## config.mk

```make
export PLATFORM = sky130hd
export DESIGN_NAME = dspd_core
export DESIGN_NICKNAME = d
export VERILOG_FILES = /design/src/hw/dspd_pkg.sv /design/src/hw/dspd_core.sv
export SDC_FILE = /design/constraint.sdc
export NUM_CORES = 2
export LEC_CHECK = 0
export CAP_MARGIN = 20
export CORE_MARGIN = 4
export CORE_UTILIZATION = 45
export CTS_CLUSTER_SIZE = 14
export DETAILED_ROUTE_END_ITERATION = 12
export DONT_BUFFER_PORTS = 1
export GPL_TIMING_DRIVEN = 0
export REMOVE_ABC_BUFFERS = 1
export SYNTH_ARGS = -nofsm -noshare
export SYNTH_HDL_FRONTEND = slang
export SYNTH_SLANG_ARGS = --single-unit
export TNS_END_PERCENT = 10
```

## constraint.sdc

```tcl
create_clock -name CORE_CLK_I -period 11.75 [get_ports CORE_CLK_I]
set_clock_uncertainty 0.1 [all_clocks]
set_input_delay 0.5875 -clock CORE_CLK_I [delete_from_list [all_inputs] [get_ports CORE_CLK_I]]
set_output_delay 0.5875 -clock CORE_CLK_I [all_outputs]
set_load 0.05 [all_outputs]
```

## src/hw/dspd_pkg.sv

```systemverilog
// Constants and types shared by the DSP datapath and addressing block
package dspd_pkg;
	// Bus and word widths
	localparam int APB_AW = 8;
	localparam int APB_DW = 32;
	localparam int DW     = 16;
	localparam int AW     = 24;
	localparam int PW     = 8;
	localparam int RAW    = 9;
	localparam int STK_N  = 6;
	localparam int NSRC   = 8;
	localparam int NSYNC  = 11;

	// Register slots (word offsets inside a bank)
	localparam logic [2:0] SLOT_CTRL  = 3'h0;
	localparam logic [2:0] SLOT_SR    = 3'h1;
	localparam logic [2:0] SLOT_ALLOC = 3'h2;
	localparam logic [2:0] SLOT_ACC   = 3'h3;
	localparam logic [2:0] SLOT_PC    = 3'h4;
	localparam logic [2:0] SLOT_PTRA  = 3'h5;
	localparam logic [2:0] SLOT_PTRB  = 3'h6;
	localparam logic [2:0] SLOT_ISR   = 3'h7;
	localparam logic [2:0] BANK_ZERO  = 3'h0;

	// Reset values and interrupt vector base
	localparam logic [15:0] ALLOC_RST = 16'h0000;
	localparam logic [6:0]  SR_RST    = 7'h00;
	localparam logic [15:0] PC_RST    = 16'h0000;
	localparam logic [15:0] IRQ_VEC   = 16'h0004;

	// Sync vector layout
	localparam int SY_UI0  = 8;
	localparam int SY_UI1  = 9;
	localparam int SY_WAIT = 10;

	// Status bit positions
	localparam int SR_S3 = 3;
	localparam int SR_S4 = 4;
	localparam int SR_S5 = 5;
	localparam int SR_S6 = 6;

	// Instruction classes from the decoder
	localparam logic [3:0] OP_NOP   = 4'h0;
	localparam logic [3:0] OP_MPY   = 4'h1;
	localparam logic [3:0] OP_MAC   = 4'h2;
	localparam logic [3:0] OP_ADDD  = 4'h3;
	localparam logic [3:0] OP_LONG  = 4'h4;
	localparam logic [3:0] OP_JUMP  = 4'h5;
	localparam logic [3:0] OP_CALL  = 4'h6;
	localparam logic [3:0] OP_RET   = 4'h7;
	localparam logic [3:0] OP_SET_GLOBAL_INT_ENABLE_OP  = 4'h8;
	localparam logic [3:0] OP_EXTRD = 4'h9;
	localparam logic [3:0] OP_EXTWR = 4'ha;

	// Pointer modification and shifter codes
	localparam logic [1:0] MOD_NONE = 2'h0;
	localparam logic [1:0] MOD_INC  = 2'h1;
	localparam logic [1:0] MOD_LDEC = 2'h2;
	localparam logic [1:0] MOD_LINC = 2'h3;
	localparam logic [1:0] PTR_SHORT = 2'h3;
	localparam logic [1:0] SH_NONE = 2'h0;
	localparam logic [1:0] SH_R1   = 2'h1;
	localparam logic [1:0] SH_R3   = 2'h2;
	localparam logic [1:0] SH_L1   = 2'h3;
	localparam logic [15:0] FRAC_MIN = 16'h8000;

	typedef enum logic [2:0] {ST_IDLE, ST_LONG2, ST_EXT_WS, ST_EXT_HOLD, ST_IRQ1, ST_IRQ2} dspd_state_t;

	typedef struct packed {
		dspd_state_t                 st;
		logic [NSYNC-1:0]            s1, s2, s3, lvl;
		logic [15:0]                 pc;
		logic [AW-1:0]               acc, p;
		logic [STK_N-1:0][15:0]      stk;
		logic [2:0]                  sp;
		logic [5:0][PW-1:0]          ptr;
		logic [6:0]                  srw;
		logic                        gie, wait_en;
		logic [15:0]                 alloc;
		logic [NSRC-1:0]             isr;
		logic [2:0]                  pend;
		logic [1:0]                  line;
		logic                        busy, ram_stb, ext_stb, ext_wr, uo0, uo1;
		logic [RAW-1:0]              ram_addr;
		logic [2:0]                  ext_addr;
		logic [15:0]                 ext_data;
		logic [APB_DW-1:0]           prdata;
		logic                        pready, pslverr;
	} dspd_regs_t;
endpackage

```

## src/hw/dspd_core.sv

```systemverilog
// DSP core execution datapath, interrupt routing and RAM address generation
//
// Added by the designer: the address map and the APB slave port.
`timescale 1ns/1ps
module dspd_core (
	// Clock and reset
	input  logic                          CORE_CLK_I,
	input  logic                          RST_I,
	// APB slave
	input  logic                          PSEL_I,
	input  logic                          PENABLE_I,
	input  logic                          PWRITE_I,
	input  logic [dspd_pkg::APB_AW-1:0]   PADDR_I,
	input  logic [dspd_pkg::APB_DW-1:0]   PWDATA_I,
	output logic [dspd_pkg::APB_DW-1:0]   PRDATA_O,
	output logic                          PREADY_O,
	output logic                          PSLVERR_O,
	// Instruction decoder side
	input  logic                          OP_VALID_I,
	input  logic [3:0]                    OP_I,
	input  logic [dspd_pkg::DW-1:0]       X_I,
	input  logic [dspd_pkg::DW-1:0]       Y_I,
	input  logic [dspd_pkg::DW-1:0]       DBUS_I,
	input  logic [1:0]                    SHIFT_SEL_I,
	input  logic [15:0]                   TARGET_I,
	input  logic                          COND_EN_I,
	input  logic                          COND_SEL_I,
	input  logic                          COND_POL_I,
	input  logic                          RAM_EN_I,
	input  logic                          DIRECT_MODE_I,
	input  logic [3:0]                    PTR_FIELD_I,
	input  logic                          BANK_BIT_I,
	input  logic [dspd_pkg::RAW-1:0]      DIR_ADDR_I,
	input  logic [2:0]                    EXT_SEL_I,
	output logic                          BUSY_O,
	output logic [15:0]                   PC_O,
	output logic [dspd_pkg::AW-1:0]       ACC_O,
	// Data RAM side
	output logic                          RAM_STB_O,
	output logic [dspd_pkg::RAW-1:0]      RAM_ADDR_O,
	// External peripheral bus
	output logic                          EXT_STB_O,
	output logic                          EXT_WR_O,
	output logic [2:0]                    EXT_REG_ADDR_LINES_O,
	output logic [15:0]                   EXT_DATA_O,
	input  logic [15:0]                   EXT_DATA_I,
	input  logic                          EXT_WAIT_I,
	// Pins
	input  logic [dspd_pkg::NSRC-1:0]     IRQ_SRC_I,
	input  logic                          USER_IN_ZERO_I,
	input  logic                          USER_IN_ONE_I,
	output logic                          USER_OUT_ZERO_O,
	output logic                          USER_OUT_ONE_O
);
	import dspd_pkg::*;

	dspd_regs_t r, n;
	logic             take, br_ok, ptr_mode, wr_ok;
	logic [NSRC-1:0]  rise, en, l2_set;
	logic [2:0]       pset, sel_idx, slot;
	logic [PW-1:0]    ptr_cur;
	logic [31:0]      p32;
	logic [AW-1:0]    alu_in;
	logic [15:0]      sr16;

	// Fractional product; -1 x -1 cannot be +1 so it folds to -1
	function automatic logic [31:0] frac_mul(input logic [15:0] a, input logic [15:0] b);
		logic signed [31:0] pr;
		pr = $signed(a) * $signed(b);
		if (a == FRAC_MIN && b == FRAC_MIN) begin
			frac_mul = {FRAC_MIN, 16'h0000};
		end else begin
			frac_mul = {pr[30:0], 1'b0};
		end
	endfunction

	// Four-way shifter between product bus and ALU
	function automatic logic [AW-1:0] shift_pb(input logic [AW-1:0] v, input logic [1:0] s);
		unique case (s)
			SH_NONE: shift_pb = v;
			SH_R1:   shift_pb = AW'($signed(v) >>> 1);
			SH_R3:   shift_pb = AW'($signed(v) >>> 3);
			SH_L1:   shift_pb = {v[AW-2:0], 1'b0};
		endcase
	endfunction

	// Post-access pointer modification; loop modes keep upper bits
	function automatic logic [PW-1:0] ptr_mod(input logic [PW-1:0] p, input logic [1:0] m, input logic [2:0] k);
		logic [PW-1:0] msk;
		msk = PW'((9'h001 << k) - 9'h001);
		unique case (m)
			MOD_NONE: ptr_mod = p;
			MOD_INC:  ptr_mod = p + 8'h01;
			MOD_LDEC: ptr_mod = (p & ~msk) | ((p - 8'h01) & msk);
			MOD_LINC: ptr_mod = (p & ~msk) | ((p + 8'h01) & msk);
		endcase
	endfunction

	// Whole next-state computation
	always_comb begin
		n = r;
		// Three-stage pin sync; a level counts once stages two and three agree
		n.s1 = {EXT_WAIT_I, USER_IN_ONE_I, USER_IN_ZERO_I, IRQ_SRC_I};
		n.s2 = r.s1;
		n.s3 = r.s2;
		n.lvl = (r.s2 & ~(r.s2 ^ r.s3)) | (r.lvl & (r.s2 ^ r.s3));
		rise = n.lvl[NSRC-1:0] & ~r.lvl[NSRC-1:0];

		// Source routing onto the three lines
		en = r.alloc[15:8];
		pset = 3'h0;
		l2_set = rise & en;
		if (!r.alloc[3] && rise[r.alloc[2:0]] && en[r.alloc[2:0]]) begin
			pset[0] = 1'b1;
		end
		if (!r.alloc[7] && r.alloc[7:4] != r.alloc[3:0] && rise[r.alloc[6:4]] && en[r.alloc[6:4]]) begin
			pset[1] = 1'b1;
		end
		if (!r.alloc[3]) begin
			l2_set[r.alloc[2:0]] = 1'b0;
		end
		if (!r.alloc[7]) begin
			l2_set[r.alloc[6:4]] = 1'b0;
		end
		pset[2] = |l2_set;
		n.isr = r.isr | (rise & en);
		n.pend = r.pend | pset;

		// Addressing decode
		ptr_mode = !DIRECT_MODE_I && PTR_FIELD_I[1:0] != PTR_SHORT;
		sel_idx = BANK_BIT_I ? 3'(PTR_FIELD_I[1:0]) + 3'h3 : 3'(PTR_FIELD_I[1:0]);
		ptr_cur = r.ptr[sel_idx];
		p32 = frac_mul(X_I, Y_I);
		br_ok = !COND_EN_I || ((COND_SEL_I ? r.lvl[SY_UI1] : r.lvl[SY_UI0]) == COND_POL_I);
		take = 1'b0;
		alu_in = shift_pb({DBUS_I, 8'h00}, SHIFT_SEL_I);
		n.ram_stb = 1'b0;

		// Instruction sequencing
		unique case (r.st)
			ST_IDLE: begin
				if (r.gie && |r.pend) begin
					n.st = ST_IRQ1;
					if (r.pend[0]) begin
						n.line = 2'h0;
					end else if (r.pend[1]) begin
						n.line = 2'h1;
					end else begin
						n.line = 2'h2;
					end
				end else if (OP_VALID_I) begin
					take = 1'b1;
					n.pc = r.pc + 16'h0001;
					if (RAM_EN_I) begin
						n.ram_stb = 1'b1;
						if (DIRECT_MODE_I) begin
							n.ram_addr = DIR_ADDR_I;
						end else if (!ptr_mode) begin
							n.ram_addr = {BANK_BIT_I, 4'h0, r.srw[SR_S4], r.srw[SR_S3], PTR_FIELD_I[3:2]};
						end else begin
							n.ram_addr = {BANK_BIT_I, ptr_cur};
							n.ptr[sel_idx] = ptr_mod(ptr_cur, PTR_FIELD_I[3:2], r.srw[2:0]);
						end
					end
					unique case (OP_I)
						OP_MPY: n.p = p32[31:8];
						OP_MAC: begin
							n.acc = r.acc + shift_pb(r.p, SHIFT_SEL_I);
							n.p = p32[31:8];
						end
						OP_ADDD: n.acc = r.acc + alu_in;
						OP_LONG: begin
							n.acc = {DBUS_I, 8'h00};
							n.pc = r.pc + 16'h0002;
							n.st = ST_LONG2;
						end
						OP_JUMP, OP_CALL: begin
							n.pc = br_ok ? TARGET_I : r.pc + 16'h0002;
							if (OP_I == OP_CALL && br_ok && r.sp < 3'(STK_N)) begin
								n.stk[r.sp] = r.pc + 16'h0002;
								n.sp = r.sp + 3'h1;
							end
							n.st = ST_LONG2;
						end
						OP_RET: begin
							if (r.sp != 3'h0) begin
								n.pc = r.stk[r.sp - 3'h1];
								n.sp = r.sp - 3'h1;
							end
						end
						OP_SET_GLOBAL_INT_ENABLE_OP: n.gie = 1'b1;
						OP_EXTRD, OP_EXTWR: begin
							n.ext_stb = 1'b1;
							n.ext_wr = (OP_I == OP_EXTWR);
							n.ext_addr = EXT_SEL_I;
							n.ext_data = r.acc[AW-1:8];
							n.st = r.wait_en ? ST_EXT_WS : ST_EXT_HOLD;
						end
						default: begin
						end
					endcase
				end
			end
			ST_LONG2: n.st = ST_IDLE;
			ST_EXT_WS: n.st = ST_EXT_HOLD;
			ST_EXT_HOLD: begin
				// Wait pin looked at only while an external access is open
				if (!r.lvl[SY_WAIT]) begin
					n.ext_stb = 1'b0;
					if (!r.ext_wr) begin
						n.acc = {EXT_DATA_I, 8'h00};
					end
					n.st = ST_IDLE;
				end
			end
			ST_IRQ1: begin
				if (r.sp < 3'(STK_N)) begin
					n.stk[r.sp] = r.pc;
					n.sp = r.sp + 3'h1;
				end
				n.gie = 1'b0;
				n.st = ST_IRQ2;
			end
			ST_IRQ2: begin
				n.pc = IRQ_VEC + 16'(r.line);
				n.pend[r.line] = pset[r.line]; // Set wins over the entry clear
				n.st = ST_IDLE;
			end
		endcase

		// APB: one wait cycle, write lands on the edge that sees pready
		slot = PADDR_I[4:2];
		sr16 = {r.gie, 3'h0, r.lvl[SY_UI1], r.lvl[SY_UI0], 3'h0, r.srw};
		n.pready = PSEL_I && PENABLE_I && !r.pready;
		if (n.pready) begin
			n.pslverr = PADDR_I[1:0] != 2'h0 || (slot != SLOT_ISR && PADDR_I[7:5] != BANK_ZERO);
			n.prdata = 32'h0000_0000;
			if (!n.pslverr) begin
				unique case (slot)
					SLOT_CTRL:  n.prdata = {31'h0, r.wait_en};
					SLOT_SR:    n.prdata = {16'h0000, sr16};
					SLOT_ALLOC: n.prdata = {16'h0000, r.alloc};
					SLOT_ACC:   n.prdata = {8'h00, r.acc};
					SLOT_PC:    n.prdata = {13'h0000, r.sp, r.pc};
					SLOT_PTRA:  n.prdata = {8'h00, r.ptr[2], r.ptr[1], r.ptr[0]};
					SLOT_PTRB:  n.prdata = {8'h00, r.ptr[5], r.ptr[4], r.ptr[3]};
					SLOT_ISR:   n.prdata = {24'h0, r.isr};
				endcase
			end
		end
		wr_ok = PSEL_I && PENABLE_I && PWRITE_I && r.pready && !r.pslverr;
		if (wr_ok) begin
			unique case (slot)
				SLOT_CTRL:  n.wait_en = PWDATA_I[0];
				SLOT_SR:    n.srw = PWDATA_I[6:0];
				SLOT_ALLOC: n.alloc = PWDATA_I[15:0];
				SLOT_PTRA:  n.ptr[2:0] = PWDATA_I[23:0];
				SLOT_PTRB:  n.ptr[5:3] = PWDATA_I[23:0];
				SLOT_ISR:   n.isr = (r.isr & ~PWDATA_I[7:0]) | (rise & en); // W1C, new event wins
				default: begin
				end
			endcase
		end

		// Registered pin and busy outputs
		n.uo0 = ~n.srw[SR_S5];
		n.uo1 = ~n.srw[SR_S6];
		n.busy = n.st != ST_IDLE;
	end

	// State register
	always_ff @(posedge CORE_CLK_I or posedge RST_I) begin
		if (RST_I) begin
			r <= '0;
			r.st <= ST_IDLE;
			r.pc <= PC_RST;
			r.alloc <= ALLOC_RST;
			r.srw <= SR_RST;
			r.uo0 <= 1'b1;
			r.uo1 <= 1'b1;
		end else begin
			r <= n;
		end
	end

	// Outputs straight from flops
	assign PRDATA_O = r.prdata;
	assign PREADY_O = r.pready;
	assign PSLVERR_O = r.pslverr;
	assign BUSY_O = r.busy;
	assign PC_O = r.pc;
	assign ACC_O = r.acc;
	assign RAM_STB_O = r.ram_stb;
	assign RAM_ADDR_O = r.ram_addr;
	assign EXT_STB_O = r.ext_stb;
	assign EXT_WR_O = r.ext_wr;
	assign EXT_REG_ADDR_LINES_O = r.ext_addr;
	assign EXT_DATA_O = r.ext_data;
	assign USER_OUT_ZERO_O = r.uo0;
	assign USER_OUT_ONE_O = r.uo1;
endmodule // dspd_core

```

==> metrics <==
clock buffer depth=3; share of layout cells above drive strength 1=8.18%; Worst Path Buf+Inv=3; Worst Setup End Kind=register; # H-tree levels=2; worst path cell trace=inv_1 -> nor2_1 -> fa_1 -> fa_1 -> fa_1 -> fa_1 -> fa_1 -> inv_1 -> fa_1 -> inv_1 -> ha_1 -> a211o_1 -> a21oi_1 -> a21boi_0 -> o21ai_0 -> a2111oi_0 -> nor3_1 -> a211o_1 -> nor4b_1 -> nor3_1; RR Endpoint=r[113]$_DFF_PP0_; Worst-Skew Late Latency=0.55 ns; GRT overflow=0; num rows=95; CP top delay family=adder cells; Fmax=158 MHz; Worst Hold Class=input pin to register; effective utilization at floorplan=45.5%; Slew HR=25.9%; Hold Path Stages=1; final non-filler cell total=3,998; NumNets Final=3,620; most common cell after layout, fill and taps aside=nand2_1; Horiz. Die Dim=269 um; # Max-Cap Violations=0; Critical Path AT=6.63 ns; Mapped Area=30,600 um^2; Pwr per Cell Area=278 nW/um^2; initial antenna violation count=9; Core Region=67,300 um^2; dpl ws=4.93 ns; worst IR drop on VDD=0.217 mV; die area=72,200 um^2; async set-reset flop share out of synthesis=100%; worst setup margin=5.44 ns; Least-Margin Pin Slew=1.11 ns; wire length per cell=22.8 um; CP Class=input pin to register; dpl hpwl=70,200 um; syn_area_per_cell=9.29 um^2; Final Critical Period=6.31 ns; total track usage=24.8%; Lkg Pwr=14.8 nW; YS warnings=0; most used cell, CP=fa_1; run status=finished, final reports clean; area grow syn2layout=4.73%; via count=23,700; CTS Root Cell=clkbuf_16; DR pass1 iterations=9; Startpoint Class=input pin; final hold vios=0; post-synth top area cell=dfrtp_1; Final Max Tran Viols=0; R2R cell count=9; Fillers=6,246; sequential area share after synthesis=29.1%; vias per cell=5.93; share of the synthesized area in the top cell type=28.9%; DRT antenna net count=0; Hold EP=USER_OUT_ZERO_O$_DFF_PP1_; max incr delay on CP=0.55 ns; CTS Sinks=356; PortBufs=0; Synth Instances=3,293; Num CTS Buffers=37; first-pass GRT wire length=141,000 um; Core Util, Final=47.6%; Main synth FF type=dfrtp_1; CP max stage cell=fa_1; routability cong.=0.932; Routed WL=91,300 um; FF-to-FF Start=r[70]$_DFF_PP0_; Worst-path clk slew=0.06 ns; hold_sp=PWDATA_I[5]; I/O pin count=273; CTS tree=yes; dpl cells=3,909; vias in the first global route=24,100; Remaining DRCs=0; number of flops mapped to enable cells by yosys=0; DRT iter0 DRCs=2,130; unrepaired setup endpoints after global routing=false; Tot Pwr=8.91 mW; height of the die=269 um; CP Max Fanout=13; final setup vio count=0; Yosys cell types=84; internal reg-to-reg setup slack=7.39 ns; fin crit share=53.7%; ranking of synthesized cells by area=dfrtp_1 29%, fa_1 17%, nand2_1 4.8%; most frequent cells in the layout=393 x nand2_1, 353 x dfrtp_1, 310 x inv_1; Seq cells post-synth=356; CP required=12.06 ns; largest net degree at the start of global routing=126
worst max path at each step:
| stage | depth (start not counted) | startpoint | endpoint | slack (ns) |
|---|---|---|---|---|
| floorplan | 1 | RST_I | ACC_O[0]$_DFFE_PP0P_ | 1.19 |
| global placement | 1 | RST_I | RAM_STB_O$_DFF_PP0_ | -2.43 |
| detailed placement | 20 | Y_I[15] | r[276]$_DFFE_PP0P_ | 4.93 |
| CTS | 20 | Y_I[15] | r[276]$_DFFE_PP0P_ | 5.48 |
| global route | 20 | Y_I[15] | r[276]$_DFFE_PP0P_ | 5.09 |
| finish | 20 | Y_I[15] | r[276]$_DFFE_PP0P_ | 5.44 |
flip-flops by register name, summed over array words and instances (netlist names), named ones only:
| signal | cells |
|---|---|
| r | 223 |
| ACC_O | 24 |
| PRDATA_O | 24 |
| n | 22 |
| EXT_DATA_O | 16 |
| PC_O | 16 |
| RAM_ADDR_O | 9 |
| en | 8 |
| EXT_REG_ADDR_LINES_O | 3 |
| BUSY_O | 1 |
| EXT_STB_O | 1 |
| EXT_WR_O | 1 |
| PREADY_O | 1 |
| PSLVERR_O | 1 |
| RAM_STB_O | 1 |
| USER_OUT_ONE_O | 1 |
| USER_OUT_ZERO_O | 1 |
metal layers:
| metal | global-route usage, % | vias up | wire length (um) |
|---|---|---|---|
| li1 | - | 10600 | - |
| met1 | 33.0 | 11800 | 37200 |
| met2 | 40.9 | 1034 | 43000 |
| met3 | 5.33 | 184 | 8270 |
| met4 | 8.14 | 4 | 2880 |
| met5 | 0 | - | 23 |
synthesized netlist by cell type, types with 7 or more instances:
library cell / n
nand2_1: 393
dfrtp_1: 354
inv_1: 311
nor2_1: 261
fa_1: 256
o21ai_0: 200
a21oi_1: 160
clkbuf_1: 145
and2_1: 128
ha_1: 109
buf_4: 108
mux2i_1: 82
mux2_2: 59
nand3_1: 58
mux4_2: 54
xnor2_1: 53
and3_1: 43
a221oi_1: 39
nor3_1: 39
a22o_1: 37
a22oi_1: 33
xor2_1: 28
buf_2: 23
nand2b_1: 23
nor2b_1: 23
a31oi_1: 19
a21oi_2: 16
a211oi_1: 14
a21o_1: 12
o22ai_1: 12
o21ai_1: 11
o31ai_1: 11
nand4_1: 10
nor4_1: 10
o21a_1: 9
or3_1: 9
a211o_1: 8
a222oi_1: 8
or2_2: 7
power by group:
group	switching, mW	leakage, nW	internal (mW)
combinational	2.92	9.45	2.40
sequential	0.829	4.66	1.50
clock	0.519	0.646	0.745
area by class of cell:
cell class                      count  area [um^2]  area share, %
Tap cell                          873         1090           3.41
Sequential cell                   356         8910           27.8
Multi-Input combinational cell   2347        19100           59.5
Clock inverter                     19          249          0.777
Inverter                          311         1170           3.67
Clock buffer                       48         1050           3.27
Timing Repair Buffer               37          497           1.55
Antenna cell                        7         17.5         0.0547
what timing repair did:
action,CTS,global route
setup buffers,0,0
hold endpoints to repair,76,0
hold buffers,12,0
gates resized for setup,0,0
kinds of logic after synthesis:
group	after synthesis	synth area share (%)
AO/OA/AOI/OAI	663	13.9
buffers and inverters	597	8.80
multiplexers	195	8.83
XOR/XNOR	81	2.32
AND/OR/NAND/NOR	1031	15.7
other	1	0.0123
flip-flops	356	29.1
adder cells (fa/ha/maj)	369	21.3
per-stage QoR:
step           setup TNS [ns]  area [um^2]  hold WS, ns
2_1_floorplan               0        29100        0.231
3_3_place_gp          -844.98        30200        0.238
3_5_place_dp                0        30600        0.235
4_1_cts                     0        32000       0.0159
5_1_grt                     0        32100       0.0354
6_report                    0        32100       0.0292
No activity file was read; power rests on OpenSTA's default activity.
